===== config.mk =====
export PLATFORM = sky130hd
export DESIGN_NAME = ncfg_regs
export DESIGN_NICKNAME = d
export VERILOG_FILES = /design/src/hdl/ncfg_pkg.sv /design/src/hdl/ncfg_regs.sv /design/src/hdl/ncfg_sync3.sv
export SDC_FILE = /design/constraint.sdc
export NUM_CORES = 1
export LEC_CHECK = 0
export BUFFER_PORTS_ARGS = -buffer_cell sky130_fd_sc_hd__buf_2
export CAP_MARGIN = 20
export CORE_MARGIN = 2
export CORE_UTILIZATION = 47
export CTS_BUF_LIST = sky130_fd_sc_hd__clkbuf_8
export DETAILED_ROUTE_END_ITERATION = 10
export GPL_ROUTABILITY_DRIVEN = 0
export PLACE_DENSITY = 0.69
export SLEW_MARGIN = 10
export SYNTH_ARGS = -nofsm -noshare
export SYNTH_HDL_FRONTEND = slang
export SYNTH_SLANG_ARGS = --single-unit
export TNS_END_PERCENT = 50

===== constraint.sdc =====
create_clock -name sys_clk -period 6.3 [get_ports sys_clk]
set_input_delay 0.63 -clock sys_clk [delete_from_list [all_inputs] [get_ports sys_clk]]
set_output_delay 0.63 -clock sys_clk [all_outputs]
set_load 0.01 [all_outputs]

===== src/hdl/ncfg_pkg.sv =====
// Package with offsets, field positions, reset values and encodings of the NCO and PLL registers.
package ncfg_pkg;

    localparam logic [6:0]  ADDR_FREQ_LOW   = 7'h14;
    localparam logic [6:0]  ADDR_FREQ_HIGH  = 7'h15;
    localparam logic [6:0]  ADDR_RSVD_A     = 7'h16;
    localparam logic [6:0]  ADDR_RSVD_B     = 7'h17;
    localparam logic [6:0]  ADDR_PLL_CTRL   = 7'h18;
    localparam logic [6:0]  ADDR_PLL_DIV    = 7'h19;

    localparam logic [15:0] RST_FREQ_LOW    = 16'h0000;
    localparam logic [15:0] RST_FREQ_HIGH   = 16'h0000;
    localparam logic [15:0] RST_RSVD        = 16'h0000;
    // Control register: reserved 15:13 = 001, sync enable set, prescaler 001.
    localparam logic [15:0] RST_PLL_CTRL    = 16'h2808;
    localparam logic [15:0] RST_PLL_DIV     = 16'h0440;

    localparam int          CTRL_LF_RESET   = 12;
    localparam int          CTRL_NSYNC_ENA  = 11;
    localparam int          CTRL_PLL_ENA    = 10;
    localparam int          CTRL_CP_LSB     = 6;
    localparam int          CTRL_PRE_LSB    = 3;
    localparam logic [15:0] CTRL_WR_MASK    = 16'hfff8;

    localparam int          DIV_M_LSB       = 8;
    localparam int          DIV_N_LSB       = 4;
    localparam int          DIV_BIAS_LSB    = 2;

    localparam logic [1:0]  CP_NONE         = 2'h0;
    localparam logic [1:0]  CP_SINGLE       = 2'h1;
    localparam logic [1:0]  CP_UNUSED       = 2'h2;
    localparam logic [1:0]  CP_DUAL         = 2'h3;

    typedef enum logic [2:0] {
        NCFG_IDLE  = 3'b001,
        NCFG_ARMED = 3'b010,
        NCFG_LOAD  = 3'b100
    } ncfg_sync_t;

endpackage : ncfg_pkg


===== src/hdl/ncfg_regs.sv =====
// Register group for the fine-mixer NCO frequency word and the clock-multiplier PLL.
//
// ---------------------------------------------------------------------------
// What this block does
// - Frequency word is signed, Fs/2^32 per step.
// - Word low half at 0x14, high at 0x15.
// - Loop filter reset bit discharges filter.
// - Bit 11 lets sync input align dividers.
// - Bit 10 selects PLL clock or bypass.
// - Bits 7:6 choose charge pump configuration.
// - Prescaler codes 1..7, zero means 8.
// - Bits 2:0 read filter voltage, write-ignored.
// - M bit7 zero: ratio is low seven.
// - M bit7 one: ratio twice low seven.
// - N ratio is code plus one.
// - Frequency takes effect only on sync load.
// ---------------------------------------------------------------------------
`timescale 1ns/10ps
module ncfg_regs (
    // Clock and reset
    input  wire logic                 sys_clk,
    input  wire logic                 rst,
    // Register port
    input  wire logic [6:0]           reg_addr,
    input  wire logic [15:0]          reg_wdata,
    input  wire logic                 reg_wr,
    input  wire logic                 reg_rd,
    output logic      [15:0]          reg_rdata,
    // Mixer load control
    input  wire logic                 mixer_sync_load,
    input  wire logic                 sample_en,
    output logic      [31:0]          active_freq_word,
    output logic      [31:0]          phase_acc,
    // PLL analog controls
    input  wire logic [2:0]           loop_filter_volt,
    input  wire logic                 lvds_sync,
    output logic                      loop_filter_discharge,
    output logic                      pll_clock_select,
    output logic                      ndiv_sync_pulse,
    output logic      [1:0]           charge_pump_select,
    output logic                      charge_pump_dual,
    output logic      [3:0]           prescale_ratio,
    output logic      [7:0]           m_ratio,
    output logic                      m_ratio_valid,
    output logic      [4:0]           n_ratio,
    output logic      [1:0]           vco_bias_tune
);
    import ncfg_pkg::*;

    // -----------------------------------------------------------------------
    // Decoding helpers
    // -----------------------------------------------------------------------
    function automatic logic [3:0] ncfg_pre_ratio(input logic [2:0] code);
        ncfg_pre_ratio = (code == 3'h0) ? 4'h8 : {1'b0, code};
    endfunction : ncfg_pre_ratio

    function automatic logic [7:0] ncfg_m_ratio(input logic [7:0] code);
        ncfg_m_ratio = code[7] ? {code[6:0], 1'b0} : {1'b0, code[6:0]};
    endfunction : ncfg_m_ratio

    function automatic logic ncfg_m_valid(input logic [7:0] code);
        ncfg_m_valid = code[7] ? (code[6:0] >= 7'h04) : (code[6:0] >= 7'h04);
    endfunction : ncfg_m_valid

    // -----------------------------------------------------------------------
    // Register storage
    // -----------------------------------------------------------------------
    logic [15:0] freq_low;
    logic [15:0] freq_high;
    logic [15:0] pll_ctrl;
    logic [15:0] pll_div;
    logic [2:0]  lf_volt_sync;
    logic        sync_lvds;
    logic        sync_prev;

    always_ff @(posedge sys_clk or posedge rst) begin
        if (rst) begin
            freq_low  <= RST_FREQ_LOW;
            freq_high <= RST_FREQ_HIGH;
        end else if (reg_wr) begin
            if (reg_addr == ADDR_FREQ_LOW) begin
                freq_low <= reg_wdata;
            end
            if (reg_addr == ADDR_FREQ_HIGH) begin
                freq_high <= reg_wdata;
            end
        end
    end

    always_ff @(posedge sys_clk or posedge rst) begin
        if (rst) begin
            pll_ctrl <= RST_PLL_CTRL;
        end else if (reg_wr && reg_addr == ADDR_PLL_CTRL) begin
            pll_ctrl <= reg_wdata & CTRL_WR_MASK;
        end
    end

    always_ff @(posedge sys_clk or posedge rst) begin
        if (rst) begin
            pll_div <= RST_PLL_DIV;
        end else if (reg_wr && reg_addr == ADDR_PLL_DIV) begin
            pll_div <= reg_wdata;
        end
    end

    // -----------------------------------------------------------------------
    // Mixer load and accumulator
    // -----------------------------------------------------------------------
    // Holding the active word apart keeps a half-written 32-bit step off the mixer.
    always_ff @(posedge sys_clk or posedge rst) begin
        if (rst) begin
            active_freq_word <= {RST_FREQ_HIGH, RST_FREQ_LOW};
        end else if (mixer_sync_load) begin
            active_freq_word <= {freq_high, freq_low};
        end
    end

    // Signed and unsigned addition agree modulo 2^32, so the sign needs no extra logic.
    always_ff @(posedge sys_clk or posedge rst) begin
        if (rst) begin
            phase_acc <= 32'h00000000;
        end else if (sample_en) begin
            phase_acc <= phase_acc + active_freq_word;
        end
    end

    // -----------------------------------------------------------------------
    // PLL controls
    // -----------------------------------------------------------------------
    assign loop_filter_discharge = pll_ctrl[CTRL_LF_RESET];
    assign pll_clock_select      = pll_ctrl[CTRL_PLL_ENA];
    assign charge_pump_select    = pll_ctrl[CTRL_CP_LSB +: 2];
    assign charge_pump_dual      = (charge_pump_select == CP_DUAL);
    assign prescale_ratio        = ncfg_pre_ratio(pll_ctrl[CTRL_PRE_LSB +: 3]);
    assign m_ratio               = ncfg_m_ratio(pll_div[DIV_M_LSB +: 8]);
    assign m_ratio_valid         = ncfg_m_valid(pll_div[DIV_M_LSB +: 8]);
    assign n_ratio               = {1'b0, pll_div[DIV_N_LSB +: 4]} + 5'h01;
    assign vco_bias_tune         = pll_div[DIV_BIAS_LSB +: 2];

    // The sync pin has a synchroniser of its own, so its edge never waits on the voltage code.
    ncfg_sync3 #(
        .W (1)
    ) u_sync_in (
        .sys_clk (sys_clk),
        .rst     (rst),
        .din     (lvds_sync),
        .dout    (sync_lvds)
    );

    ncfg_sync3 #(
        .W (3)
    ) u_sync_volt (
        .sys_clk (sys_clk),
        .rst     (rst),
        .din     (loop_filter_volt),
        .dout    (lf_volt_sync)
    );

    always_ff @(posedge sys_clk or posedge rst) begin
        if (rst) begin
            sync_prev <= 1'b0;
        end else begin
            sync_prev <= sync_lvds;
        end
    end

    // A level held high on the sync pin gives one pulse; only a fresh rising edge aligns again.
    always_ff @(posedge sys_clk or posedge rst) begin
        if (rst) begin
            ndiv_sync_pulse <= 1'b0;
        end else begin
            ndiv_sync_pulse <= pll_ctrl[CTRL_NSYNC_ENA] && sync_lvds && !sync_prev;
        end
    end

    // -----------------------------------------------------------------------
    // Read port
    // -----------------------------------------------------------------------
    always_ff @(posedge sys_clk or posedge rst) begin
        if (rst) begin
            reg_rdata <= 16'h0000;
        end else if (reg_rd) begin
            unique case (reg_addr)
                ADDR_FREQ_LOW:  reg_rdata <= freq_low;
                ADDR_FREQ_HIGH: reg_rdata <= freq_high;
                ADDR_RSVD_A:    reg_rdata <= RST_RSVD;
                ADDR_RSVD_B:    reg_rdata <= RST_RSVD;
                ADDR_PLL_CTRL:  reg_rdata <= {pll_ctrl[15:3], lf_volt_sync};
                ADDR_PLL_DIV:   reg_rdata <= pll_div;
                default:        reg_rdata <= 16'h0000;
            endcase
        end else begin
            reg_rdata <= 16'h0000;
        end
    end

    // -----------------------------------------------------------------------
    // Checks
    // -----------------------------------------------------------------------
    a_freq_hold_write: assert property (@(posedge sys_clk) disable iff (rst)
        (reg_wr && reg_addr == ADDR_FREQ_LOW && !mixer_sync_load)
        |=> $stable(active_freq_word))
        else $error("frequency write changed active word");
    a_freq_load_join: assert property (@(posedge sys_clk) disable iff (rst)
        mixer_sync_load |=> active_freq_word == {$past(freq_high), $past(freq_low)})
        else $error("active word not loaded from both halves");
    a_acc_step: assert property (@(posedge sys_clk) disable iff (rst)
        sample_en |=> phase_acc == $past(phase_acc) + $past(active_freq_word))
        else $error("accumulator step wrong");
    a_acc_idle: assert property (@(posedge sys_clk) disable iff (rst)
        !sample_en |=> $stable(phase_acc))
        else $error("accumulator moved without sample");
    a_lf_discharge: assert property (@(posedge sys_clk) disable iff (rst)
        (reg_wr && reg_addr == ADDR_PLL_CTRL) |=>
        loop_filter_discharge == $past(reg_wdata[CTRL_LF_RESET]))
        else $error("loop filter reset not following write");
    a_pll_select: assert property (@(posedge sys_clk) disable iff (rst)
        (reg_wr && reg_addr == ADDR_PLL_CTRL) |=>
        pll_clock_select == $past(reg_wdata[CTRL_PLL_ENA]))
        else $error("pll select not following write");
    a_volt_readonly: assert property (@(posedge sys_clk) disable iff (rst)
        pll_ctrl[2:0] == 3'h0)
        else $error("read-only voltage bits stored");
    a_ctrl_read: assert property (@(posedge sys_clk) disable iff (rst)
        (reg_rd && reg_addr == ADDR_PLL_CTRL) |=> reg_rdata[2:0] == $past(lf_volt_sync))
        else $error("voltage code not on read");
    a_pre_ratio: assert property (@(posedge sys_clk) disable iff (rst)
        (pll_ctrl[CTRL_PRE_LSB +: 3] == 3'h0) |-> prescale_ratio == 4'h8)
        else $error("prescaler zero code not eight");
    a_m_ratio: assert property (@(posedge sys_clk) disable iff (rst)
        pll_div[15] |-> m_ratio == {pll_div[14:8], 1'b0})
        else $error("doubled m ratio wrong");
    a_m_direct: assert property (@(posedge sys_clk) disable iff (rst)
        !pll_div[15] |-> (m_ratio == {1'b0, pll_div[14:8]}
        && m_ratio_valid == (pll_div[14:8] >= 7'h04)))
        else $error("direct m ratio wrong");
    a_n_ratio: assert property (@(posedge sys_clk) disable iff (rst)
        n_ratio == {1'b0, pll_div[7:4]} + 5'h01)
        else $error("n ratio not code plus one");
    a_cp_dual: assert property (@(posedge sys_clk) disable iff (rst)
        charge_pump_dual |-> pll_ctrl[7:6] == CP_DUAL)
        else $error("dual pump without code");
    a_nsync_gate: assert property (@(posedge sys_clk) disable iff (rst)
        ndiv_sync_pulse |-> $past(pll_ctrl[CTRL_NSYNC_ENA]))
        else $error("divider sync while disabled");
    a_freq_high_hold: assert property (@(posedge sys_clk) disable iff (rst)
        (reg_wr && reg_addr == ADDR_FREQ_HIGH && !mixer_sync_load)
        |=> $stable(active_freq_word))
        else $error("high word write changed active word");
    a_freq_low_store: assert property (@(posedge sys_clk) disable iff (rst)
        (reg_wr && reg_addr == ADDR_FREQ_LOW) |=> freq_low == $past(reg_wdata))
        else $error("low word not stored");
    a_freq_high_store: assert property (@(posedge sys_clk) disable iff (rst)
        (reg_wr && reg_addr == ADDR_FREQ_HIGH) |=> freq_high == $past(reg_wdata))
        else $error("high word not stored");
    a_cp_follow: assert property (@(posedge sys_clk) disable iff (rst)
        (reg_wr && reg_addr == ADDR_PLL_CTRL) |=>
        charge_pump_select == $past(reg_wdata[CTRL_CP_LSB +: 2]))
        else $error("charge pump select not following write");
    a_pre_direct: assert property (@(posedge sys_clk) disable iff (rst)
        (pll_ctrl[CTRL_PRE_LSB +: 3] != 3'h0) |-> prescale_ratio == {1'b0, pll_ctrl[5:3]})
        else $error("prescaler code not used directly");
    a_m_valid_dbl: assert property (@(posedge sys_clk) disable iff (rst)
        pll_div[15] |-> m_ratio_valid == (pll_div[14:8] >= 7'h04))
        else $error("doubled m validity wrong");
    a_nsync_single: assert property (@(posedge sys_clk) disable iff (rst)
        ndiv_sync_pulse |=> !ndiv_sync_pulse)
        else $error("divider sync pulse longer than one cycle");
    a_nsync_edge: assert property (@(posedge sys_clk) disable iff (rst)
        ndiv_sync_pulse |-> ($past(sync_lvds) && !$past(sync_lvds, 2)))
        else $error("divider sync without rising edge");
    a_dischg_hold: assert property (@(posedge sys_clk) disable iff (rst)
        !(reg_wr && reg_addr == ADDR_PLL_CTRL) |=>
        $stable(loop_filter_discharge))
        else $error("loop filter reset moved without write");
    a_clk_sel_hold: assert property (@(posedge sys_clk) disable iff (rst)
        !(reg_wr && reg_addr == ADDR_PLL_CTRL) |=>
        $stable(pll_clock_select))
        else $error("pll select moved without write");
    a_ctrl_upper_read: assert property (@(posedge sys_clk) disable iff (rst)
        (reg_rd && reg_addr == ADDR_PLL_CTRL) |=>
        reg_rdata[15:3] == $past(pll_ctrl[15:3]))
        else $error("control fields not on read");
    a_ctrl_mask_write: assert property (@(posedge sys_clk) disable iff (rst)
        (reg_wr && reg_addr == ADDR_PLL_CTRL) |=>
        pll_ctrl[15:3] == $past(reg_wdata[15:3]))
        else $error("writable control fields not stored");
    a_freq_low_read: assert property (@(posedge sys_clk) disable iff (rst)
        (reg_rd && reg_addr == ADDR_FREQ_LOW) |=> reg_rdata == $past(freq_low))
        else $error("low word not on read");
    a_freq_high_read: assert property (@(posedge sys_clk) disable iff (rst)
        (reg_rd && reg_addr == ADDR_FREQ_HIGH) |=> reg_rdata == $past(freq_high))
        else $error("high word not on read");
    a_cp_dual_code: assert property (@(posedge sys_clk) disable iff (rst)
        (charge_pump_select == CP_DUAL) |-> charge_pump_dual)
        else $error("dual code without dual pump");
    a_n_ratio_range: assert property (@(posedge sys_clk) disable iff (rst)
        (n_ratio >= 5'h01) && (n_ratio <= 5'h10))
        else $error("n ratio out of range");
endmodule : ncfg_regs


===== src/hdl/ncfg_sync3.sv =====
// Three-flop synchroniser that reports a change once stages two and three agree.
`timescale 1ns/10ps
module ncfg_sync3 #(
    parameter int W = 3
) (
    // Clock and reset
    input  wire logic         sys_clk,
    input  wire logic         rst,
    // Data
    input  wire logic [W-1:0] din,
    output logic      [W-1:0] dout
);
    logic [W-1:0] s1;
    logic [W-1:0] s2;
    logic [W-1:0] s3;

    always_ff @(posedge sys_clk or posedge rst) begin
        if (rst) begin
            s1 <= '0;
            s2 <= '0;
            s3 <= '0;
        end else begin
            s1 <= din;
            s2 <= s1;
            s3 <= s2;
        end
    end

    // Holding the old value until two stages agree filters a code caught mid-change.
    always_ff @(posedge sys_clk or posedge rst) begin
        if (rst) begin
            dout <= '0;
        end else if (s2 == s3) begin
            dout <= s3;
        end
    end
endmodule : ncfg_sync3


-- After elaboration in Yosys (flattened, before gate mapping)
Index checks and enable logic that the tools add are counted.
- muxes and demuxes: 4
- eq/ne operators: 7
- order comparisons: 1
- add/subtract/negate cells: 2
- reductions and logical operators: 8
- operators with widths (operator ; number):
    one-hot mux 16 bit (4 select lines) ; 1
    adder 32 bit ; 1
    == test 7 x 5 -> 1 bit (second input constant) ; 4
    2-to-1 mux 16 bit ; 1
    2-to-1 mux 8 bit ; 1
    >= comparator 7 x 3 -> 1 bit (second input constant) ; 1
    adder 4 x 1 -> 5 bit (second input constant) ; 1
    logical AND 1 bit ; 4
    2-to-1 mux 4 bit ; 1
    AND reduction 2 bit ; 2
    == test 3 bit ; 1
    zero test 3 bit ; 1
    == test 2 bit (second input constant) ; 1
    == test 1 bit ; 1
    zero test 1 bit ; 1
- word-level logic and storage cells: 39
- register bits: 159
- input port bits: 33
- output and inout port bits: 106

-- Logic depth before layout (Yosys ltp)
Gate-level depths: netlist of the first run.
- depth after elaboration: 3
- depth in mapped cells: 11

-- Modules after synthesis
A second synthesis of the first run with hierarchy kept.
- cells, all modules: 644
- area, all modules: 7856.3 um^2
- by module, submodules not included (module ; instances ; cells an instance ; seq. area each (um^2) ; area an instance (um^2)):
    ncfg_regs ; 1 ; 615 ; 3584.7 ; 7357.1
    ncfg_sync3 at u_sync_volt ; 1 ; 23 ; 300.3 ; 384.1
    ncfg_sync3 at u_sync_in ; 1 ; 6 ; 100.1 ; 115.1

-- Worst setup path after synthesis of the first run
OpenSTA, ideal clock, no wires.
- path kind: reg-to-reg
- start point: register active_freq_word[0]
- end point: register phase_acc[30]
- setup slack: 3.375 ns
- data required time: 6.175 ns
- arrival: 2.800 ns
- path buffers: 0
- stages on the path, launching flop included: 12
- library setup time: 0.125 ns
- cell sequence: dfrtp_1 ha_1 fa_1 a21o_1 a221oi_2 nor3_2 a2111oi_4 nor3_2 a21oi_2 o31ai_1 xor2_1 mux2_2
- longest elaborated chain between the ends: 1
- ends and longest elaborated chain (what ; RTL line ; source):
    from (decl) ; ncfg_regs.sv:32 ; output logic [31:0] active_freq_word,
    from (signal assigned) ; ncfg_regs.sv:112 ; active_freq_word <= {RST_FREQ_HIGH, RST_FREQ_LOW};
    from (signal assigned) ; ncfg_regs.sv:114 ; active_freq_word <= {freq_high, freq_low};
    adder 32 bit ; ncfg_regs.sv:123 ; phase_acc <= phase_acc + active_freq_word;
    to (signal assigned) ; ncfg_regs.sv:123 ;
    to (decl) ; ncfg_regs.sv:33 ; output logic [31:0] phase_acc,
No other way between the ends.
A chain may end at the register's enable or synchronous reset.

-- Worst setup path after layout of the first run
Same ends and word-level chain as after synthesis.

==> results of run 1 <==
Yosys cell counts (11+ instances only):
| cell type | n |
|---|---|
| xor2_1 | 13 |
| nand3_1 | 11 |
| mux2_1 | 29 |
| xnor2_1 | 22 |
| nor2_1 | 32 |
| a22oi_1 | 32 |
| mux2_2 | 100 |
| dfrtp_1 | 154 |
| a21oi_1 | 50 |
| clkbuf_1 | 22 |
| ha_1 | 32 |
| nand2_1 | 27 |
| a21o_1 | 20 |
layer usage:
metal,vias to the layer above,share of wire [%],wire [um],global-route usage (%)
met3,28,5.4,1020,4.07
met5,-,0,0,0
met4,0,1.9,363,7.98
met2,188,47,8820,35.1
met1,2880,46,8620,30.3
li1,2611,-,-,-
cell type report:
| type | count | area, sq um | area share [%] |
|---|---|---|---|
| inverters | 5 | 23.8 | 0.260 |
| clock buffers | 20 | 275 | 3.01 |
| multi-input cells | 447 | 3680 | 40.2 |
| well taps | 220 | 275 | 3.01 |
| repair buffers | 143 | 728 | 7.96 |
| flip-flops and latches | 159 | 3990 | 43.6 |
| clock inverters | 12 | 183 | 2.00 |
final timing paths:
check	cells past startpoint	start	slack [ns]	endpoint
min in group asynchronous	2	rst	0.39	u_sync_in.s1$_DFF_PP0_
hold / removal	1	lvds_sync	0.29	u_sync_in.s1$_DFF_PP0_
setup reg to reg	11	active_freq_word[0]$_DFFE_PP0P_	3.12	phase_acc[30]$_DFFE_PP0P_
hold reg to reg	0	u_sync_volt.s1[1]$_DFF_PP0_	0.35	u_sync_volt.s2[1]$_DFF_PP0_
setup / recovery	11	active_freq_word[0]$_DFFE_PP0P_	3.12	phase_acc[30]$_DFFE_PP0P_
max in group asynchronous	3	rst	4.63	u_sync_volt.s3[1]$_DFF_PP0_
per-stage QoR:
| step | total power (W) | instances |
|---|---|---|
| global route | 0.00352 | 1006 |
| CTS | 0.00334 | 1006 |
| floorplan | 0.00214 | 646 |
| global placement | 0.00244 | 974 |
| detailed placement | 0.00249 | 974 |
| finish | 0.00333 | 1006 |
registers in the layout, indices dropped and copies added, names as in the netlist, 13 cells and up:
name / cells
phase_acc: 32
reg_rdata: 16
pll_ctrl: 13
freq_low: 16
freq_high: 16
pll_div: 16
active_freq_word: 32
logic make-up after synthesis:
family                   share of synthesized area [%]
AO/OA/AOI/OAI                                     12.0
XOR/XNOR                                          3.91
adder cells (fa/ha/maj)                           5.49
buffers and inverters                             2.17
flip-flops                                        50.9
multiplexers                                      18.7
AND/OR/NAND/NOR                                   6.91
report_power, final:
group          total [W]  switching (W)  internal, W  leakage (nW)
Clock           0.000849       0.000382     0.000467         0.227
Combinational    0.00113       0.000609     0.000519          2.35
Sequential       0.00135       0.000157      0.00119          2.06
Total            0.00333        0.00115      0.00218          4.63
==> flow_summary_export.csv, run 1 <==
group,metric,value,unit
global_routing,first_global_vias,5872,
drt,first_iter_violations,315,
timing,finalClockSkew,0.0110,ns
worst_setup_path,crit_buf_inv,0,
drt,firstDrtPassIters,4,
cts,cts.repair.resized,0,
timing,worst_pin_slew,0.967,ns
worst_setup_path,path_class,"reg2reg",
hold_path,min_path_type,"in2reg",
drt,routed_via_density,5.67,
yosys,synth-seq-cells,159,
yosys,ys_warn_count,0,
final_layout,antenna_cells,0,
timing,hold_ws,0.289,ns
yosys,netlist_instances,646,
yosys,yosysTopAreaCell,"dfrtp_1",
placement,dp_slack,3.13,ns
final_layout,final_util,55.6,%
final_layout,num-fill-cells,1405,
worst_setup_path,cp-start-kind,"flip-flop",
timing,setup_viol,0,
timing,drv_slew,0,
cts,cts_root_buffer,"clkbuf_8",
worst_setup_path,cpMostUsedCell,"nor3_2",
floorplanning,die_area,17700,sq um
drt,wl_per_cell,18.7,um
cts,cts_setup_buffers,0,
placement,dpl-instance-area,8690,sq um
placement,numPortBuffers,138,
yosys,ys_types,57,
yosys,synth_ff_type,"dfrtp_1",
global_routing,antenna_found_initial,0,
final_layout,nets,839,
cts,cts_htree_levels,4,
yosys,syn_area,7840,sq um
drt,drc,0,
timing,totalNegativeSetupSlack,0,ns
floorplanning,die_x,133,um
drt,final_antenna_net_count,0,
timing,slew_headroom,35.6,%
yosys,ys_seq_area_share,50.9,%
timing,final.setup.worst_slack,3.12,ns
global_routing,grt_max_degree,108,
yosys,async_reset_ff_share,100,%
power_and_ir_drop,leakage,4.63,nW
final_layout,mostFrequentLayoutCells,"dfrtp_1 (154), buf_2 (138), mux2_2 (100)",
yosys,synth_nets,712,
final_layout,final_layout_size_suffix_gt1_share,37.0,%
worst_setup_path,critPathRequiredTime,6.63,ns
yosys,synth_area_per_cell,12.1,sq um
cts,clk_pin_slew,0.09,ns
cts,cts_buffer_depth,2,
floorplanning,num_io_pins,139,
drt,wl,18.8,mm
worst_setup_path,cp_max_fo,3,
cts,numCtsBuffers,17,
floorplanning,core_area,16500,sq um
global_routing,grt_pass1_wl,30.7,mm
run,max_cap_violations,0,
yosys,synth_edf_count,0,
drt,num_vias,5707,
outcome,outcome,"finished clean",
cts,clock-sinks,159,
final_layout,syn2layout_area_growth,16.8,%
timing,fin_crit_sh,50.5,%
power_and_ir_drop,power.density,363,nW/um^2
worst_setup_path,slowest_delay,0.41,ns
floorplanning,rows,47,
worst_setup_path,slowest_stage,"dfrtp_1",
timing,hold_viol,0,
timing,rsz0062_at_grt,"no",
global_routing,overflow,0,
timing,min_period,3.18,ns
cts,cts_hold_buffers,0,
global_routing,globalRouteTotalUtil,22.0,%
worst_setup_path,critical-path-top-delay-family,"compound AO/OA/AOI/OAI gates",
final_layout,fin_area,9150,sq um
floorplanning,fp.dieH,133,um
placement,dp_hpwl,13.7,mm
worst_setup_path,worstPathCellList,"ha_1, fa_1, a21o_1, a221oi_2, nor3_2, a2111oi_4, nor3_2, a21oi_2, o31ai_1, xor2_1, mux2_2",
yosys,synthTopCellsByArea,"dfrtp_1 (49%), mux2_2 (14%), ha_1 (5.1%)",
cts,clock_insertion_delay_worst_skew,0.44,ns
timing,max_freq,0.315,GHz
power_and_ir_drop,worst_ir_drop_vdd,0.169,mV
worst_setup_path,arrival,3.51,ns
yosys,synth_top_cell_area_share,49.2,%
worst_setup_path,crit_path_end_kind,"flip-flop",
floorplanning,initial_utilization,47.6,%
final_layout,layout_commonest_cell,"dfrtp_1",
cts,cts_tree,"yes",
Power figures use the tool's default switching activity.
==> inputs of run 2 (changes only) <==
Settings changed: ABC_AREA set to 1, PLACE_DENSITY 0.69 to 0.71.
Clock period 6.3 ns to 2.65 ns, I/O delays scaled along.
==> flow_summary_export.csv, run 2 <==
group,metric,value,unit
global_routing,antenna_found_initial,0,
cts,clock_insertion_delay_worst_skew,0.47,ns
outcome,outcome,"finished clean",
placement,dp_hpwl,17.4,mm
yosys,synth_ff_type,"dfrtp_1",
worst_setup_path,cp-endpoint,"phase_acc[16]$_DFFE_PP0P_",
timing,slew_headroom,52.5,%
cts,cts_buffer_depth,2,
timing,hold_viol,0,
final_layout,reg_top3,"active_freq_word x32, phase_acc x32",
timing,min_period,2.14,ns
final_layout,nets,1327,
timing,rsz0062_at_grt,"no",
final_layout,mostFrequentLayoutCells,"nand2_1 (375), inv_1 (162), dfrtp_1 (154)",
timing,worst_pin_slew,0.712,ns
worst_setup_path,cp-start-kind,"flip-flop",
final_layout,multi_input_area,3790,sq um
drt,num_vias,7606,
cts,clock-sinks,159,
yosys,synth_top_cell_area_share,44.9,%
floorplanning,num_io_pins,139,
drt,firstDrtPassIters,5,
hold_path,whs_path_depth,3,
final_layout,num-fill-cells,1688,
global_routing,grt_use_met2,37.5,%
drt,wl,22.5,mm
timing,setup_viol,0,
yosys,async_reset_ff_share,100,%
run,max_cap_violations,0,
final_layout,layout_commonest_cell,"nand2_1",
yosys,synth_area_per_cell,7.64,sq um
floorplanning,die_x,139,um
power_and_ir_drop,worst_ir_drop_vdd,0.428,mV
yosys,yosysTopAreaCell,"dfrtp_1",
cts,cts_root_buffer,"clkbuf_8",
cts,cts_tree,"yes",
yosys,ys_warn_count,0,
worst_setup_path,r2r-start,"phase_acc[0]$_DFFE_PP0P_",
floorplanning,core_area,18000,sq um
worst_setup_path,slowest_delay,0.45,ns
worst_setup_path,r2r_slack,0.51,ns
final_layout,syn2layout_area_growth,16.0,%
timing,totalNegativeSetupSlack,0,ns
worst_setup_path,r2r_cells,9,
yosys,synth_edf_count,0,
floorplanning,rows,49,
global_routing,overflow,0,
global_routing,grt_max_degree,55,
cts,numCtsBuffers,17,
worst_setup_path,critPathRequiredTime,3.07,ns
worst_setup_path,worstPathCellList,"ha_1, fa_1, nand3_1, nand3_1, a21oi_1, nor2_1, o21ai_0, nand3_1, nand2_1",
yosys,syn_area,8580,sq um
final_layout,final_layout_size_suffix_gt1_share,17.2,%
global_routing,met1_usage,34.0,%
drt,first_iter_violations,625,
worst_setup_path,cpMostUsedCell,"nand3_1",
timing,drv_slew,0,
drt,routed_via_density,5.06,
drt,final_antenna_net_count,0,
timing,finalClockSkew,0.0116,ns
worst_setup_path,arrival,2.56,ns
global_routing,globalRouteTotalUtil,23.8,%
cts,clk_pin_slew,0.09,ns
timing,fin_crit_sh,80.9,%
yosys,netlist_instances,1123,
yosys,ys_types,37,
cts,cts_htree_levels,4,
global_routing,grt_pass1_wl,36.8,mm
power_and_ir_drop,leakage,5.45,nW
yosys,ys_seq_area_share,46.4,%
cts,cts_setup_buffers,0,
worst_setup_path,slowest_stage,"fa_1",
floorplanning,initial_utilization,47.8,%
worst_setup_path,cp_max_fo,5,
global_routing,first_global_vias,7226,
worst_setup_path,crit_path_end_kind,"flip-flop",
floorplanning,fp.dieH,139,um
final_layout,antenna_cells,0,
floorplanning,die_area,19400,sq um
drt,drc,0,
global_routing,grt_use_met3,4.25,%
power_and_ir_drop,power.density,807,nW/um^2
global_routing,busiest_layer,"met2",
yosys,synth-seq-cells,159,
yosys,synth_nets,1189,
placement,numPortBuffers,138,
worst_setup_path,startpoint,"phase_acc[0]$_DFFE_PP0P_",
worst_setup_path,regToRegEndpoint,"phase_acc[16]$_DFFE_PP0P_",
final_layout,seqCellArea,3990,sq um
yosys,synthTopCellsByArea,"dfrtp_1 (45%), nand2_1 (16%), inv_1 (7.1%)",
yosys,synth.most_common_cell,"nand2_1",
hold_path,min_path_type,"in2reg",
drt,wl_per_cell,15.0,um
final_layout,final_util,55.4,%
timing,max_freq,0.466,GHz
worst_setup_path,path_class,"reg2reg",
yosys,synthTopCellsByCount,"nand2_1 (375), inv_1 (162), dfrtp_1 (154), nor2_1 (87)",
## run 2: cell count changes in the layout (fill, tap and decap cells not counted), moves of 25 or more
cell,before,now
mux2_2,100,14
nand2_1,27,375
mux2_1,29,0
inv_1,4,162
o21ai_1,5,30
nand3_1,11,55
nor2_1,32,87
o21ai_0,8,55
a22oi_1,32,0
## run 2: cells by family after synthesis
family                   count (synthesis)  synth area share [%]
buffers and inverters                  201                  9.37
AND/OR/NAND/NOR                        540                  25.4
adder cells (fa/ha/maj)                 34                  5.02
XOR/XNOR                                19                  1.94
multiplexers                            14                  1.84
AO/OA/AOI/OAI                          156                  9.96
flip-flops                             159                  46.4
## run 2: stage by stage
| stage | instance area [sq um] | total power, W | worst slack, ns | instances | hold slack (ns) |
|---|---|---|---|---|---|
| final | 9960 | 0.00803 | 0.505 | 1503 | 0.0805 |
| after CTS | 9960 | 0.00805 | 0.530 | 1503 | 0.0695 |
| after floorplan | 8590 | 0.00515 | 0.374 | 1123 | 0.296 |
| after global routing | 9960 | 0.00859 | 0.331 | 1503 | 0.0769 |
| after detailed placement | 9490 | 0.00611 | 0.551 | 1466 | 0.329 |
| after global placement | 9490 | 0.00605 | 0.637 | 1466 | 0.326 |
## run 2: layout make-up
cell class                 instances  share of cell area, %
inverter                         166                   6.30
multi-input combinational        763                   38.1
sequential                       159                   40.0
timing repair buffer             154                   8.52
clock buffer                      17                   2.35
tap                              229                   2.88
clock inverter                    15                   1.85
## run 2: per-layer routing
layer  routed length, um  up-vias
met5                   0        -
met4                 450        0
met1               10400     3516
li1                    -     3807
met3                1480       25
met2               10100      258
## run 2: worst max-delay path: cells and delay by family (launching register included)
family,cells,cell delay (ns)
AOI/OAI and AO/OA,2,0.48
adders and majority gates,2,0.69
DFF,1,0.41
and+or+nand+nor,5,0.50
## run 2: worst min-delay path by stage
stage / slack (ns) / from / endpoint
after global placement: 0.33 / rst / phase_acc[2]$_DFFE_PP0P_
after global routing: 0.08 / reg_wdata[3] / pll_ctrl[3]$_DFFE_PP1P_
final: 0.08 / reg_wdata[10] / pll_div[10]$_DFFE_PP1P_
after floorplan: 0.30 / lvds_sync / u_sync_in.s1$_DFF_PP0_
after detailed placement: 0.33 / rst / phase_acc[2]$_DFFE_PP0P_
after CTS: 0.07 / reg_wdata[3] / pll_ctrl[3]$_DFFE_PP1P_
## run 2: what timing repair did
| action | 4_1_cts | 5_1_grt |
|---|---|---|
| endpoints found under the setup margin | 0 | 0 |
| hold buffers | 5 | 0 |
| endpoints found under the hold margin | 21 | 0 |
| gates resized for setup | 0 | 0 |
## run 2: power breakdown
part           total [W]  internal [W]  switching [W]
Sequential       0.00319       0.00281       0.000384
Combinational    0.00290       0.00110        0.00180
Clock            0.00194      0.000948       0.000988
Total            0.00803       0.00486        0.00317
